## config.mk

```make
export PLATFORM = sky130hd
export DESIGN_NAME = pgm_top
export DESIGN_NICKNAME = d
export VERILOG_FILES = /design/src/pgm_pkg.sv /design/src/pgm_sync.sv /design/src/pgm_filter.sv /design/src/pgm_top.sv
export VERILOG_INCLUDE_DIRS = /design/src /design/src/src
export SDC_FILE = /design/constraint.sdc
export NUM_CORES = 1
export LEC_CHECK = 0
export BUFFER_PORTS_ARGS = -buffer_cell sky130_fd_sc_hd__buf_2
export CAP_MARGIN = 0
export CORE_MARGIN = 2
export CORE_UTILIZATION = 59
export DETAILED_ROUTE_END_ITERATION = 8
export GPL_TIMING_DRIVEN = 0
export PLACE_DENSITY = 0.89
export SYNTH_ARGS = -nofsm -noshare
export SYNTH_HDL_FRONTEND = slang
export SYNTH_SLANG_ARGS = --single-unit
```

## constraint.sdc

```tcl
create_clock -name core_clk -period 11.7 [get_ports core_clk]
set_clock_uncertainty 0.2 [all_clocks]
set_input_delay 1.17 -clock core_clk [delete_from_list [all_inputs] [get_ports core_clk]]
set_output_delay 1.17 -clock core_clk [all_outputs]
set_load 0.005 [all_outputs]
```

## src/pgm_cfg.svh

```systemverilog
//------------------------------------------------------------
//------------------------------------------------------------
`ifndef PGM_CFG_SVH
`define PGM_CFG_SVH

// register word addresses
`define PGM_A_G2_DATA   4'h0
`define PGM_A_G2_IOEN   4'h1
`define PGM_A_G2_PULL   4'h2
`define PGM_A_G2_IRQF   4'h3
`define PGM_A_G2_IRQC   4'h4
`define PGM_A_G2_FILT   4'h5
`define PGM_A_G2_MODE   4'h6
`define PGM_A_G2_FUNC   4'h7
`define PGM_A_G3_DATA   4'h8
`define PGM_A_G3_IOEN   4'h9
`define PGM_A_G3_PULL   4'hA
`define PGM_A_G3_IRQF   4'hB
`define PGM_A_G3_IRQC   4'hC
`define PGM_A_G3_FILT   4'hD
`define PGM_A_G3_MODE   4'hE
`define PGM_A_G3_FUNC   4'hF

// field positions
`define PGM_HI_LSB      8
`define PGM_LO_LSB      0
`define PGM_G3_P7_LSB   14

// function codes and reset values
`define PGM_FN0         2'h0
`define PGM_FN1         2'h1
`define PGM_FN2         2'h2
`define PGM_FN3         2'h3
`define PGM_RST2        2'h0
`define PGM_RST8        8'h00
`define PGM_RST16       16'h0000

// debounce timing: sample tick every DIV cycles, STABLE equal samples
`define PGM_FLT_DIV     8'd64
`define PGM_FLT_STABLE  3'd4

`endif

```

## src/pgm_pkg.sv

```systemverilog
package pgm_pkg;

  typedef struct packed {
    logic [7:0] o;
    logic [7:0] oe;
  } pgm_pad_t;

  typedef struct packed {
    logic [1:0]  out_val;
    logic [1:0]  in_en;
    logic [1:0]  out_en;
    logic [1:0]  pull_dir;
    logic [1:0]  pull_en;
    logic [7:0]  sel2;
    logic [3:0]  fn2;
    logic [7:0]  sel3;
    logic [13:0] fn3;
    logic [1:0]  deb_en;
    logic [15:0] rdata;
    pgm_pad_t    pad2;
    pgm_pad_t    pad3;
    logic [1:0]  pad2_pull_en;
    logic [1:0]  pad2_pull_up;
    logic        ser_rx;
    logic        cmp_conn;
    logic [1:0]  tmr_clk;
    logic        spi_di;
    logic        spi_clk_in;
    logic        spi_ss_n;
  } pgm_state_t;

endpackage

```

## src/pgm_sync.sv

```systemverilog
`timescale 1ns/1ps
`default_nettype none
module pgm_sync #(
  parameter int W = 8
) (
  input  wire logic         core_clk,
  input  wire logic         rst_sync_n,
  input  wire logic [W-1:0] async_in,
  output logic      [W-1:0] sync_out
);
  typedef struct packed {
    logic [W-1:0] meta;
    logic [W-1:0] stable;
  } pgm_sync_t;

  pgm_sync_t st_r;
  pgm_sync_t st_nxt;

  always_comb begin
    st_nxt.meta   = async_in;
    st_nxt.stable = st_r.meta;
  end

  always_ff @(posedge core_clk or negedge rst_sync_n) begin
    if (!rst_sync_n) begin
      st_r <= '0;
    end else begin
      st_r <= st_nxt;
    end
  end

  assign sync_out = st_r.stable;
endmodule
`default_nettype wire

```

## src/pgm_filter.sv

```systemverilog
`timescale 1ns/1ps
`default_nettype none
`include "pgm_cfg.svh"
module pgm_filter #(
  parameter logic [7:0] DIV    = `PGM_FLT_DIV,
  parameter logic [2:0] STABLE = `PGM_FLT_STABLE
) (
  input  wire logic       core_clk,
  input  wire logic       rst_sync_n,
  input  wire logic [1:0] raw_in,
  input  wire logic [1:0] enable,
  output logic      [1:0] clean_out
);
  typedef struct packed {
    logic [7:0] div;
    logic [2:0] cnt0;
    logic [2:0] cnt1;
    logic [1:0] level;
  } pgm_flt_t;

  pgm_flt_t st_r;
  pgm_flt_t st_nxt;
  logic     tick;

  always_comb begin
    st_nxt = st_r;
    tick   = (st_r.div == DIV - 8'd1);
    st_nxt.div = tick ? 8'h00 : st_r.div + 8'd1;
    // channel 0
    if (!enable[0]) begin
      st_nxt.level[0] = raw_in[0];
      st_nxt.cnt0     = 3'h0;
    end else if (tick) begin
      if (raw_in[0] == st_r.level[0]) begin
        st_nxt.cnt0 = 3'h0;
      end else if (st_r.cnt0 == STABLE - 3'd1) begin
        st_nxt.level[0] = raw_in[0];
        st_nxt.cnt0     = 3'h0;
      end else begin
        st_nxt.cnt0 = st_r.cnt0 + 3'd1;
      end
    end
    // channel 1
    if (!enable[1]) begin
      st_nxt.level[1] = raw_in[1];
      st_nxt.cnt1     = 3'h0;
    end else if (tick) begin
      if (raw_in[1] == st_r.level[1]) begin
        st_nxt.cnt1 = 3'h0;
      end else if (st_r.cnt1 == STABLE - 3'd1) begin
        st_nxt.level[1] = raw_in[1];
        st_nxt.cnt1     = 3'h0;
      end else begin
        st_nxt.cnt1 = st_r.cnt1 + 3'd1;
      end
    end
  end

  always_ff @(posedge core_clk or negedge rst_sync_n) begin
    if (!rst_sync_n) begin
      st_r <= '0;
    end else begin
      st_r <= st_nxt;
    end
  end

  assign clean_out = st_r.level;
endmodule
`default_nettype wire

```

## src/pgm_top.sv

```systemverilog
`timescale 1ns/1ps
`default_nettype none
`include "pgm_cfg.svh"
module pgm_top
  import pgm_pkg::*;
#(
  parameter logic [7:0] FLT_DIV    = `PGM_FLT_DIV,
  parameter logic [2:0] FLT_STABLE = `PGM_FLT_STABLE
) (
  input  wire logic        core_clk,
  input  wire logic        rst_n,
  // register port
  input  wire logic [3:0]  reg_addr,
  input  wire logic [15:0] reg_wdata,
  input  wire logic        reg_wr,
  input  wire logic        reg_rd,
  output logic      [15:0] reg_rdata,
  // pads
  input  wire logic [7:0]  group2_pin_in,
  output pgm_pad_t         group2_pad,
  output logic      [1:0]  group2_pad_pull_en,
  output logic      [1:0]  group2_pad_pull_up,
  input  wire logic [7:0]  group3_pin_in,
  output pgm_pad_t         group3_pad,
  // peripheral side
  output logic             serial_receive_in,
  input  wire logic        serial_transmit_out,
  input  wire logic        sensor_enable_out,
  output logic             comparator_positive_in,
  input  wire logic [21:7] segment_out,
  output logic      [1:0]  timer_external_clock,
  input  wire logic        clock_generator_out,
  output logic             spi1_data_in,
  input  wire logic        spi1_data_out,
  input  wire logic        spi1_clock_out,
  input  wire logic        spi1_clock_oe,
  output logic             spi1_clock_in,
  output logic             spi1_slave_select_n
);

  //------------------------------------------------------------
  // reset release
  //------------------------------------------------------------
  logic rst_meta_r;
  logic rst_sync_n;

  always_ff @(posedge core_clk or negedge rst_n) begin
    if (!rst_n) begin
      rst_meta_r <= 1'b0;
      rst_sync_n <= 1'b0;
    end else begin
      rst_meta_r <= 1'b1;
      rst_sync_n <= rst_meta_r;
    end
  end

  //------------------------------------------------------------
  // pin input synchronisers and debounce
  //------------------------------------------------------------
  logic [7:0] g2_in;
  logic [7:0] g3_in;
  logic [1:0] g3_clean;

  pgm_sync #(.W(8)) u_sync2 (
    .core_clk   (core_clk),
    .rst_sync_n (rst_sync_n),
    .async_in   (group2_pin_in),
    .sync_out   (g2_in)
  );

  pgm_sync #(.W(8)) u_sync3 (
    .core_clk   (core_clk),
    .rst_sync_n (rst_sync_n),
    .async_in   (group3_pin_in),
    .sync_out   (g3_in)
  );

  pgm_state_t st_r;
  pgm_state_t st_nxt;

  // debounce is in series with the timer clock path only
  pgm_filter #(.DIV(FLT_DIV), .STABLE(FLT_STABLE)) u_filter (
    .core_clk   (core_clk),
    .rst_sync_n (rst_sync_n),
    .raw_in     (g3_in[1:0]),
    .enable     (st_r.deb_en),
    .clean_out  (g3_clean)
  );

  //------------------------------------------------------------
  // helpers
  //------------------------------------------------------------
  // true when a pin is in peripheral mode with the given function
  function automatic logic routed(input logic sel, input logic [1:0] fn, input logic [1:0] want);
    routed = sel && (fn == want);
  endfunction

  // full 2-bit function of a second-group pin; pins 2-7 are hardwired
  function automatic logic [1:0] g2_fn(input logic [3:0] fn, input int p);
    if (p < 2) begin
      g2_fn = fn[p*2 +: 2];
    end else begin
      g2_fn = `PGM_FN3;
    end
  endfunction

  function automatic logic [1:0] g3_fn(input logic [13:0] fn, input int p);
    if (p < 7) begin
      g3_fn = fn[p*2 +: 2];
    end else begin
      g3_fn = `PGM_FN3;
    end
  endfunction

  //------------------------------------------------------------
  // register readback views
  //------------------------------------------------------------
  logic [15:0] g2_func_view;
  logic [15:0] g3_func_view;
  logic [1:0]  in_level;

  always_comb begin
    g2_func_view = {12'hFFF, st_r.fn2};
    g3_func_view = {`PGM_FN3, st_r.fn3};
    in_level     = g2_in[1:0] & st_r.in_en;
  end

  //------------------------------------------------------------
  // next state
  //------------------------------------------------------------
  always_comb begin
    st_nxt = st_r;

    // register writes; read-only fields are simply not stored
    if (reg_wr) begin
      case (reg_addr)
        `PGM_A_G2_DATA: begin
          st_nxt.out_val = reg_wdata[`PGM_HI_LSB +: 2];
        end
        `PGM_A_G2_IOEN: begin
          st_nxt.in_en  = reg_wdata[`PGM_HI_LSB +: 2];
          st_nxt.out_en = reg_wdata[`PGM_LO_LSB +: 2];
        end
        `PGM_A_G2_PULL: begin
          st_nxt.pull_dir = reg_wdata[`PGM_HI_LSB +: 2];
          st_nxt.pull_en  = reg_wdata[`PGM_LO_LSB +: 2];
        end
        `PGM_A_G2_MODE: begin
          st_nxt.sel2 = reg_wdata[`PGM_LO_LSB +: 8];
        end
        `PGM_A_G2_FUNC: begin
          st_nxt.fn2 = reg_wdata[`PGM_LO_LSB +: 4];
        end
        `PGM_A_G3_FILT: begin
          st_nxt.deb_en = reg_wdata[`PGM_LO_LSB +: 2];
        end
        `PGM_A_G3_MODE: begin
          st_nxt.sel3 = reg_wdata[`PGM_LO_LSB +: 8];
        end
        `PGM_A_G3_FUNC: begin
          st_nxt.fn3 = reg_wdata[`PGM_LO_LSB +: 14];
        end
        default: begin
          // irq, second-group filter and all third-group gpio registers ignore writes
          st_nxt.rdata = st_r.rdata;
        end
      endcase
    end

    // reads answer one cycle later; unmapped and empty registers give zero
    if (reg_rd) begin
      case (reg_addr)
        `PGM_A_G2_DATA: begin
          st_nxt.rdata = {6'h00, st_r.out_val, 6'h00, in_level};
        end
        `PGM_A_G2_IOEN: begin
          st_nxt.rdata = {6'h00, st_r.in_en, 6'h00, st_r.out_en};
        end
        `PGM_A_G2_PULL: begin
          st_nxt.rdata = {6'h00, st_r.pull_dir, 6'h00, st_r.pull_en};
        end
        `PGM_A_G2_MODE: begin
          st_nxt.rdata = {8'h00, st_r.sel2};
        end
        `PGM_A_G2_FUNC: begin
          st_nxt.rdata = g2_func_view;
        end
        `PGM_A_G3_FILT: begin
          st_nxt.rdata = {14'h0000, st_r.deb_en};
        end
        `PGM_A_G3_MODE: begin
          st_nxt.rdata = {8'h00, st_r.sel3};
        end
        `PGM_A_G3_FUNC: begin
          st_nxt.rdata = g3_func_view;
        end
        default: begin
          st_nxt.rdata = `PGM_RST16;
        end
      endcase
    end

    // second group pads: an unassigned function leaves the pad floating
    st_nxt.pad2 = '0;
    for (int p = 0; p < 8; p++) begin
      if (!st_r.sel2[p]) begin
        if (p < 2) begin
          st_nxt.pad2.o[p]  = st_r.out_val[p];
          st_nxt.pad2.oe[p] = st_r.out_en[p];
        end
      end else if (g2_fn(st_r.fn2, p) == `PGM_FN3 && p >= 1) begin
        // pin 1 carries segment 7, so pin p carries segment p + 6
        st_nxt.pad2.o[p]  = segment_out[p + 6];
        st_nxt.pad2.oe[p] = 1'b1;
      end
    end
    if (routed(st_r.sel2[1], st_r.fn2[3:2], `PGM_FN0)) begin
      st_nxt.pad2.o[1]  = serial_transmit_out;
      st_nxt.pad2.oe[1] = 1'b1;
    end
    if (routed(st_r.sel2[1], st_r.fn2[3:2], `PGM_FN1)) begin
      st_nxt.pad2.o[1]  = sensor_enable_out;
      st_nxt.pad2.oe[1] = 1'b1;
    end

    // pulls only act while the pin is in GPIO mode
    for (int p = 0; p < 2; p++) begin
      st_nxt.pad2_pull_en[p] = st_r.pull_en[p] & ~st_r.sel2[p];
      st_nxt.pad2_pull_up[p] = st_r.pull_dir[p];
    end

    // third group pads: no gpio, so mode 0 leaves the pad floating
    st_nxt.pad3 = '0;
    for (int p = 0; p < 8; p++) begin
      if (routed(st_r.sel3[p], g3_fn(st_r.fn3, p), `PGM_FN3)) begin
        st_nxt.pad3.o[p]  = segment_out[p + 14];
        st_nxt.pad3.oe[p] = 1'b1;
      end
    end
    if (routed(st_r.sel3[2], st_r.fn3[5:4], `PGM_FN0)) begin
      st_nxt.pad3.o[2]  = clock_generator_out;
      st_nxt.pad3.oe[2] = 1'b1;
    end
    if (routed(st_r.sel3[4], st_r.fn3[9:8], `PGM_FN0)) begin
      st_nxt.pad3.o[4]  = spi1_data_out;
      st_nxt.pad3.oe[4] = 1'b1;
    end
    if (routed(st_r.sel3[5], st_r.fn3[11:10], `PGM_FN0)) begin
      st_nxt.pad3.o[5]  = spi1_clock_out;
      st_nxt.pad3.oe[5] = spi1_clock_oe;
    end

    // peripheral inputs; disconnected inputs sit at their idle level
    st_nxt.ser_rx = routed(st_r.sel2[0], st_r.fn2[1:0], `PGM_FN0) ? g2_in[0] : 1'b1;
    st_nxt.cmp_conn = routed(st_r.sel2[0], st_r.fn2[1:0], `PGM_FN2);
    for (int c = 0; c < 2; c++) begin
      st_nxt.tmr_clk[c] = routed(st_r.sel3[c], st_r.fn3[c*2 +: 2], `PGM_FN0)
                          ? g3_clean[c] : 1'b0;
    end
    st_nxt.spi_di     = routed(st_r.sel3[3], st_r.fn3[7:6], `PGM_FN0) ? g3_in[3] : 1'b0;
    st_nxt.spi_clk_in = routed(st_r.sel3[5], st_r.fn3[11:10], `PGM_FN0) ? g3_in[5] : 1'b0;
    st_nxt.spi_ss_n   = routed(st_r.sel3[6], st_r.fn3[13:12], `PGM_FN0) ? g3_in[6] : 1'b1;
  end

  //------------------------------------------------------------
  // state register
  //------------------------------------------------------------
  always_ff @(posedge core_clk or negedge rst_sync_n) begin
    if (!rst_sync_n) begin
      st_r          <= '0;
      st_r.ser_rx   <= 1'b1;
      st_r.spi_ss_n <= 1'b1;
    end else begin
      st_r <= st_nxt;
    end
  end

  //------------------------------------------------------------
  // outputs, all straight from st_r
  //------------------------------------------------------------
  assign reg_rdata              = st_r.rdata;
  assign group2_pad             = st_r.pad2;
  assign group2_pad_pull_en     = st_r.pad2_pull_en;
  assign group2_pad_pull_up     = st_r.pad2_pull_up;
  assign group3_pad             = st_r.pad3;
  assign serial_receive_in      = st_r.ser_rx;
  assign comparator_positive_in = st_r.cmp_conn;
  assign timer_external_clock   = st_r.tmr_clk;
  assign spi1_data_in           = st_r.spi_di;
  assign spi1_clock_in          = st_r.spi_clk_in;
  assign spi1_slave_select_n    = st_r.spi_ss_n;

endmodule
`default_nettype wire

```

# Word-level counts from Yosys, hierarchy flattened
# Cells that the tools add are included.
# W data, S select, Z words.
[totals]
out_inout_bits = 59
elab_cells = 200
in_bits = 61
register_bits = 141
[op_classes]
reduce_logical = 38
mux = 86
addsub = 3
bitwise_logic = 5
n_eq_ne = 34
[ops]
columns = ["operator", "n"]
rows = [
  ["$pmux W16 S8", 1],
  ["$mux W1", 68],
  ["$eq A2 B2 Y1 const B", 15],
  ["$logic_and A1 B1 Y1", 18],
  ["$logic_not A2 Y1", 9],
  ["$mux W3", 6],
  ["$mux W16", 1],
  ["$reduce_and A2 Y1", 8],
  ["$mux W2", 7],
  ["$eq A4 B4 Y1 const B", 3],
  ["$add A8 B1 Y8 const B", 1],
  ["$eq A4 B3 Y1 const B", 2],
  ["$eq A8 B6 Y1 const B", 1],
  ["$mux W4", 2],
  ["$mux W8", 1],
  ["$ne A2 B1 Y1 const B", 4],
  ["$add A3 B1 Y3 const B", 2],
  ["$eq A3 B2 Y1 const B", 2],
  ["$reduce_and A3 Y1", 2],
  ["$eq A4 B1 Y1 const B", 1],
  ["$eq A4 B2 Y1 const B", 1],
  ["$logic_not A4 Y1", 1],
  ["$ne A2 B2 Y1 const B", 2],
  ["$and A1 B1 Y1", 2],
  ["4 further kinds", 6],
]

# Depth between registers and ports, before layout
[logic_depth]
word_depth = 6
depth_mapped = 7
mapped_depth_nobuf = 5

# Hierarchy
# Synthesis repeated with hierarchy kept, for this count alone.
[hier_totals]
cells_unflattened = 481
area_unflattened_um2 = 6298.5
[by_module_without_submodules]
columns = ["mod", "area_each_um2", "cells_each", "n_inst", "seq_area_each_um2"]
rows = [
  ["pgm_top", 4698.3, 379, 1, 2655.0],
  ["pgm_sync", 400.4, 16, 2, 400.4],
  ["pgm_filter", 799.5, 70, 1, 400.4],
]

# Worst setup path after synthesis
# Ideal clock, no wire load.
[synth_timing]
path_type = "in2reg"
startpoint = "input port reg_addr[3]"
endpoint = "register st_r, in the netlist g3_func_view[10]"
setup_time_ns = 0.125
n_path_buf = 3
arrival_time_ns = 2.370
path_slack_ns = 9.005
required_time_ns = 11.375
stages = 5
cell_sequence = "buf_2 -> buf_2 -> nand3_1 -> clkbuf_1 -> mux2_2"
[synth_via]
elab_chain_cells = 2
[synth_lines]
columns = ["item", "line", "source"]
rows = [
  ["start: declaration", "pgm_top.sv:13", "input wire logic [3:0] reg_addr,"],
  ["$eq A4 B4 Y1", "pgm_top.sv:136", "case (reg_addr)"],
  ["$reduce_and A2 Y1 (no line)", "-", ""],
  ["end signal: assignment", "pgm_top.sv:274", "st_r <= st_nxt;"],
  ["end: declaration", "pgm_top.sv:78", "pgm_state_t st_r;"],
]
# Every way passes these cells.
# A chain may end at the register's enable or synchronous reset.

# Worst setup path in the final report
[layout_timing]
startpoint = "input port reg_addr[3]"
endpoint = "register st_r[76] (netlist name)"
# The elaborated chain is that of the path after synthesis.

==> reports/summary.txt <==
Crit end category: register
Post-CTS repair timing setup buffer count: 0
Top post-synthesis cells by count: 134 x dfrtp_1, 57 x mux2_2, 54 x buf_4
Worst Hold End: u_sync2.sync_out[0]
# setup viols final: 0
Synth area leaders: dfrtp_1 59%, mux2_2 11%, buf_4 7.1%
Share of the synthesized area in the top cell type: 0.588
R2r setup slk: 9.49 ns
Buf+Inv Stages, Crit Path: 3
DRC Markers: 0
Largest net degree at the start of global routing: 77
Post-cts resize count: 0
R2R Path Start: u_filter.st_r[8]
CP Cell Sequence: buf_2 > buf_2 > buf_1 > nand2_1 > mux2_2
WP data arrival: 3.01 ns
Share of layout cells above drive strength 1: 0.445
Cell variety after synth: 54
Min-Delay Path Depth: 0
Nets: 647
Most common cell in the synthesized netlist: dfrtp_1
Die width: 102 um
GRT overflow: 0
Most used DFF post-synth: dfrtp_1
Multi-input gate area: 0.00179 mm^2
Via/cell ratio: 5.52
Global-route wire length before repair: 20400 um
H-tree Lvls: 4
Final wirelength: 12800 um
Status: finished clean
Setup CP Type: primary input to register
Worst path max stage delay: 0.45 ns
CP Max Fanout: 10
Startpoint types: primary input
DRT antenna net count: 0
RSZ-0062 raised after global routing: no
LEAKAGE: 3.53 nW
Flop and latch count out of synthesis: 136
Hold Startpoint: u_sync2.st_nxt[0]
Setup TNS: 0 ns
Req. time, crit path: 11.89 ns
DRT iter0 DRCs: 223
# hold bufs at CTS: 0
Final Max Tran Viols: 0
Total of max-cap violations: 0
Starting Density: 0.612
Layout area overhead: 24.1%
Post-synth EDFFs: 0
Vias: 4016
Power Total: 1.37 mW
Slew @ Worst Pin: 0.841 ns
Worst slew margin: 0.435
CTS tree: yes
Fillers: 609
Core area: 0.00933 mm^2
Synthesized cell area: 0.00570 mm^2
CTS Buf Count: 17
Die height: 102 um
Synthesis warning total: 0
Max Root-Sink Buffers: 2
Initial antenna violation count: 2
Vias in the first global route: 4082
Post-DP HPWL: 8450 um
Fraction of registers with async set/reset: 1.00
HP Class: register to register
Worst path most repeated cell: buf_2
Final hold violation count: 0
Delay-heaviest family, CP: buffers and inverters
DIE AREA: 0.0105 mm^2
Drt pass-1 iters: 5
Sequential standard cell area: 0.00341 mm^2
Critical R2R Capture: u_filter.st_r[2]
I/O Buffers: 107
Clock Latency Late Sink: 0.52 ns
Reg2Reg Depth: 6
Clock sink count: 136
Avg Cell Area, Syn: 12.5 um^2
Routability cong.: 0.875
Register area share after synthesis: 0.597
Tcrit/Tclk final: 0.241
Tot GR Track Use: 0.261
Root buffer cell: clkbuf_8
Worst vdd ir: 0.108 mV
WL/cell: 17.6 um
Biggest area consumer among synthesized cells: dfrtp_1
Maximum clock rate: 355 MHz
Pwr Density: 194 mW/mm^2
Post-Syn Nets: 520
Cell count after synthesis: 456
Top-level port count: 120
CP max stage cell: buf_1
Reg clk slew, reported paths: 0.06 ns
Min Tclk post-route: 2.82 ns
Row Count: 35
-- kinds of logic (layout without fill, tap and decap cells) --
kind of cell | count (synthesis) | in the layout | synth area share
mux | 61 | 61 | 0.124
buf+inv | 81 | 221 | 0.0895
other cells | 1 | 3 | 0.000657
fa+ha+maj | 3 | 3 | 0.00658
compound gates | 49 | 49 | 0.0564
xor+xnor | 7 | 7 | 0.0107
flops | 136 | 136 | 0.597
simple gates | 118 | 118 | 0.115
-- where the power goes --
part           internal [mW]  leakage [nW]  switching [mW]
clock                  0.375         0.316           0.203
combinational          0.119          1.49          0.0750
sequential             0.541          1.72          0.0580
total                   1.04          3.53           0.336
-- layout by cell type (no fill, tap or decap), types with 4 or more instances in the layout --
master and instances:
inv_1 12, nand4_1 4, inv_6 4, buf_4 54, clkbuf_1 10, xnor2_1 5
buf_2 109, clkbuf_16 16, nor2b_1 6, nor2_1 20, dfrtp_1 133, nand2b_1 5
o22ai_1 8, bufinv_16 5, nand3_1 12, a21boi_0 6, a21oi_1 5, and3_1 11
mux2_2 57, nand2_1 24, and2_1 14, o21ai_0 14
-- routing by layer --
metal / up-vias / track usage / share of wire
met5: - / 0 / 0
met4: 0 / 0.104 / 0.024
met3: 30 / 0.0629 / 0.063
met2: 177 / 0.443 / 0.52
met1: 2030 / 0.327 / 0.39
li1: 1779 / - / -
-- final cells by class --
class,instances,share of cell area
multi-input cells,239,0.252
clock inverters,14,0.0306
clock buffers,18,0.0604
repair buffers,108,0.0795
diodes,2,0.000707
flip-flops and latches,136,0.481
plain buffers,69,0.0657
inverters,12,0.00636
well taps,129,0.0228
-- per-stage QoR --
stage | utilization | cell area [um^2] | hold WS, ns | instances | setup WS [ns]
global route | 0.759 | 7080 | 0.154 | 727 | 8.85
finish | 0.759 | 7080 | 0.148 | 727 | 8.88
floorplan | - | 5700 | 0.131 | 456 | 7.43
detailed placement | 0.690 | 6430 | 0.136 | 693 | 8.47
global placement | 0.686 | 6400 | 0.132 | 692 | 6.28
CTS | 0.759 | 7080 | 0.150 | 725 | 8.96
-- how the worst max path moves through the flow --
stage / from / to / slack (ns) / cells past startpoint
after floorplan: rst_sync_n / comparator_positive_in / 7.43 / 0
after global placement: rst_sync_n / group2_pad[15] / 6.28 / 0
after detailed placement: reg_addr[3] / st_r[77] / 8.47 / 5
after CTS: reg_addr[3] / st_r[76] / 8.96 / 5
after global routing: reg_addr[3] / st_r[76] / 8.85 / 5
final: reg_addr[3] / st_r[76] / 8.88 / 5
-- flip-flops by register name (all words and copies together) (netlist names), 4 cells and up --
| name | cells |
|---|---|
| g2_func_view | 4 |
| g3_func_view | 14 |
| group2_pad | 16 |
| group3_pad | 16 |
| reg_rdata | 15 |
| st_r | 26 |
| u_filter.st_r | 14 |
| u_sync3.st_nxt | 5 |
| u_sync3.sync_out | 5 |
No activity file was read; power rests on OpenSTA's default activity.
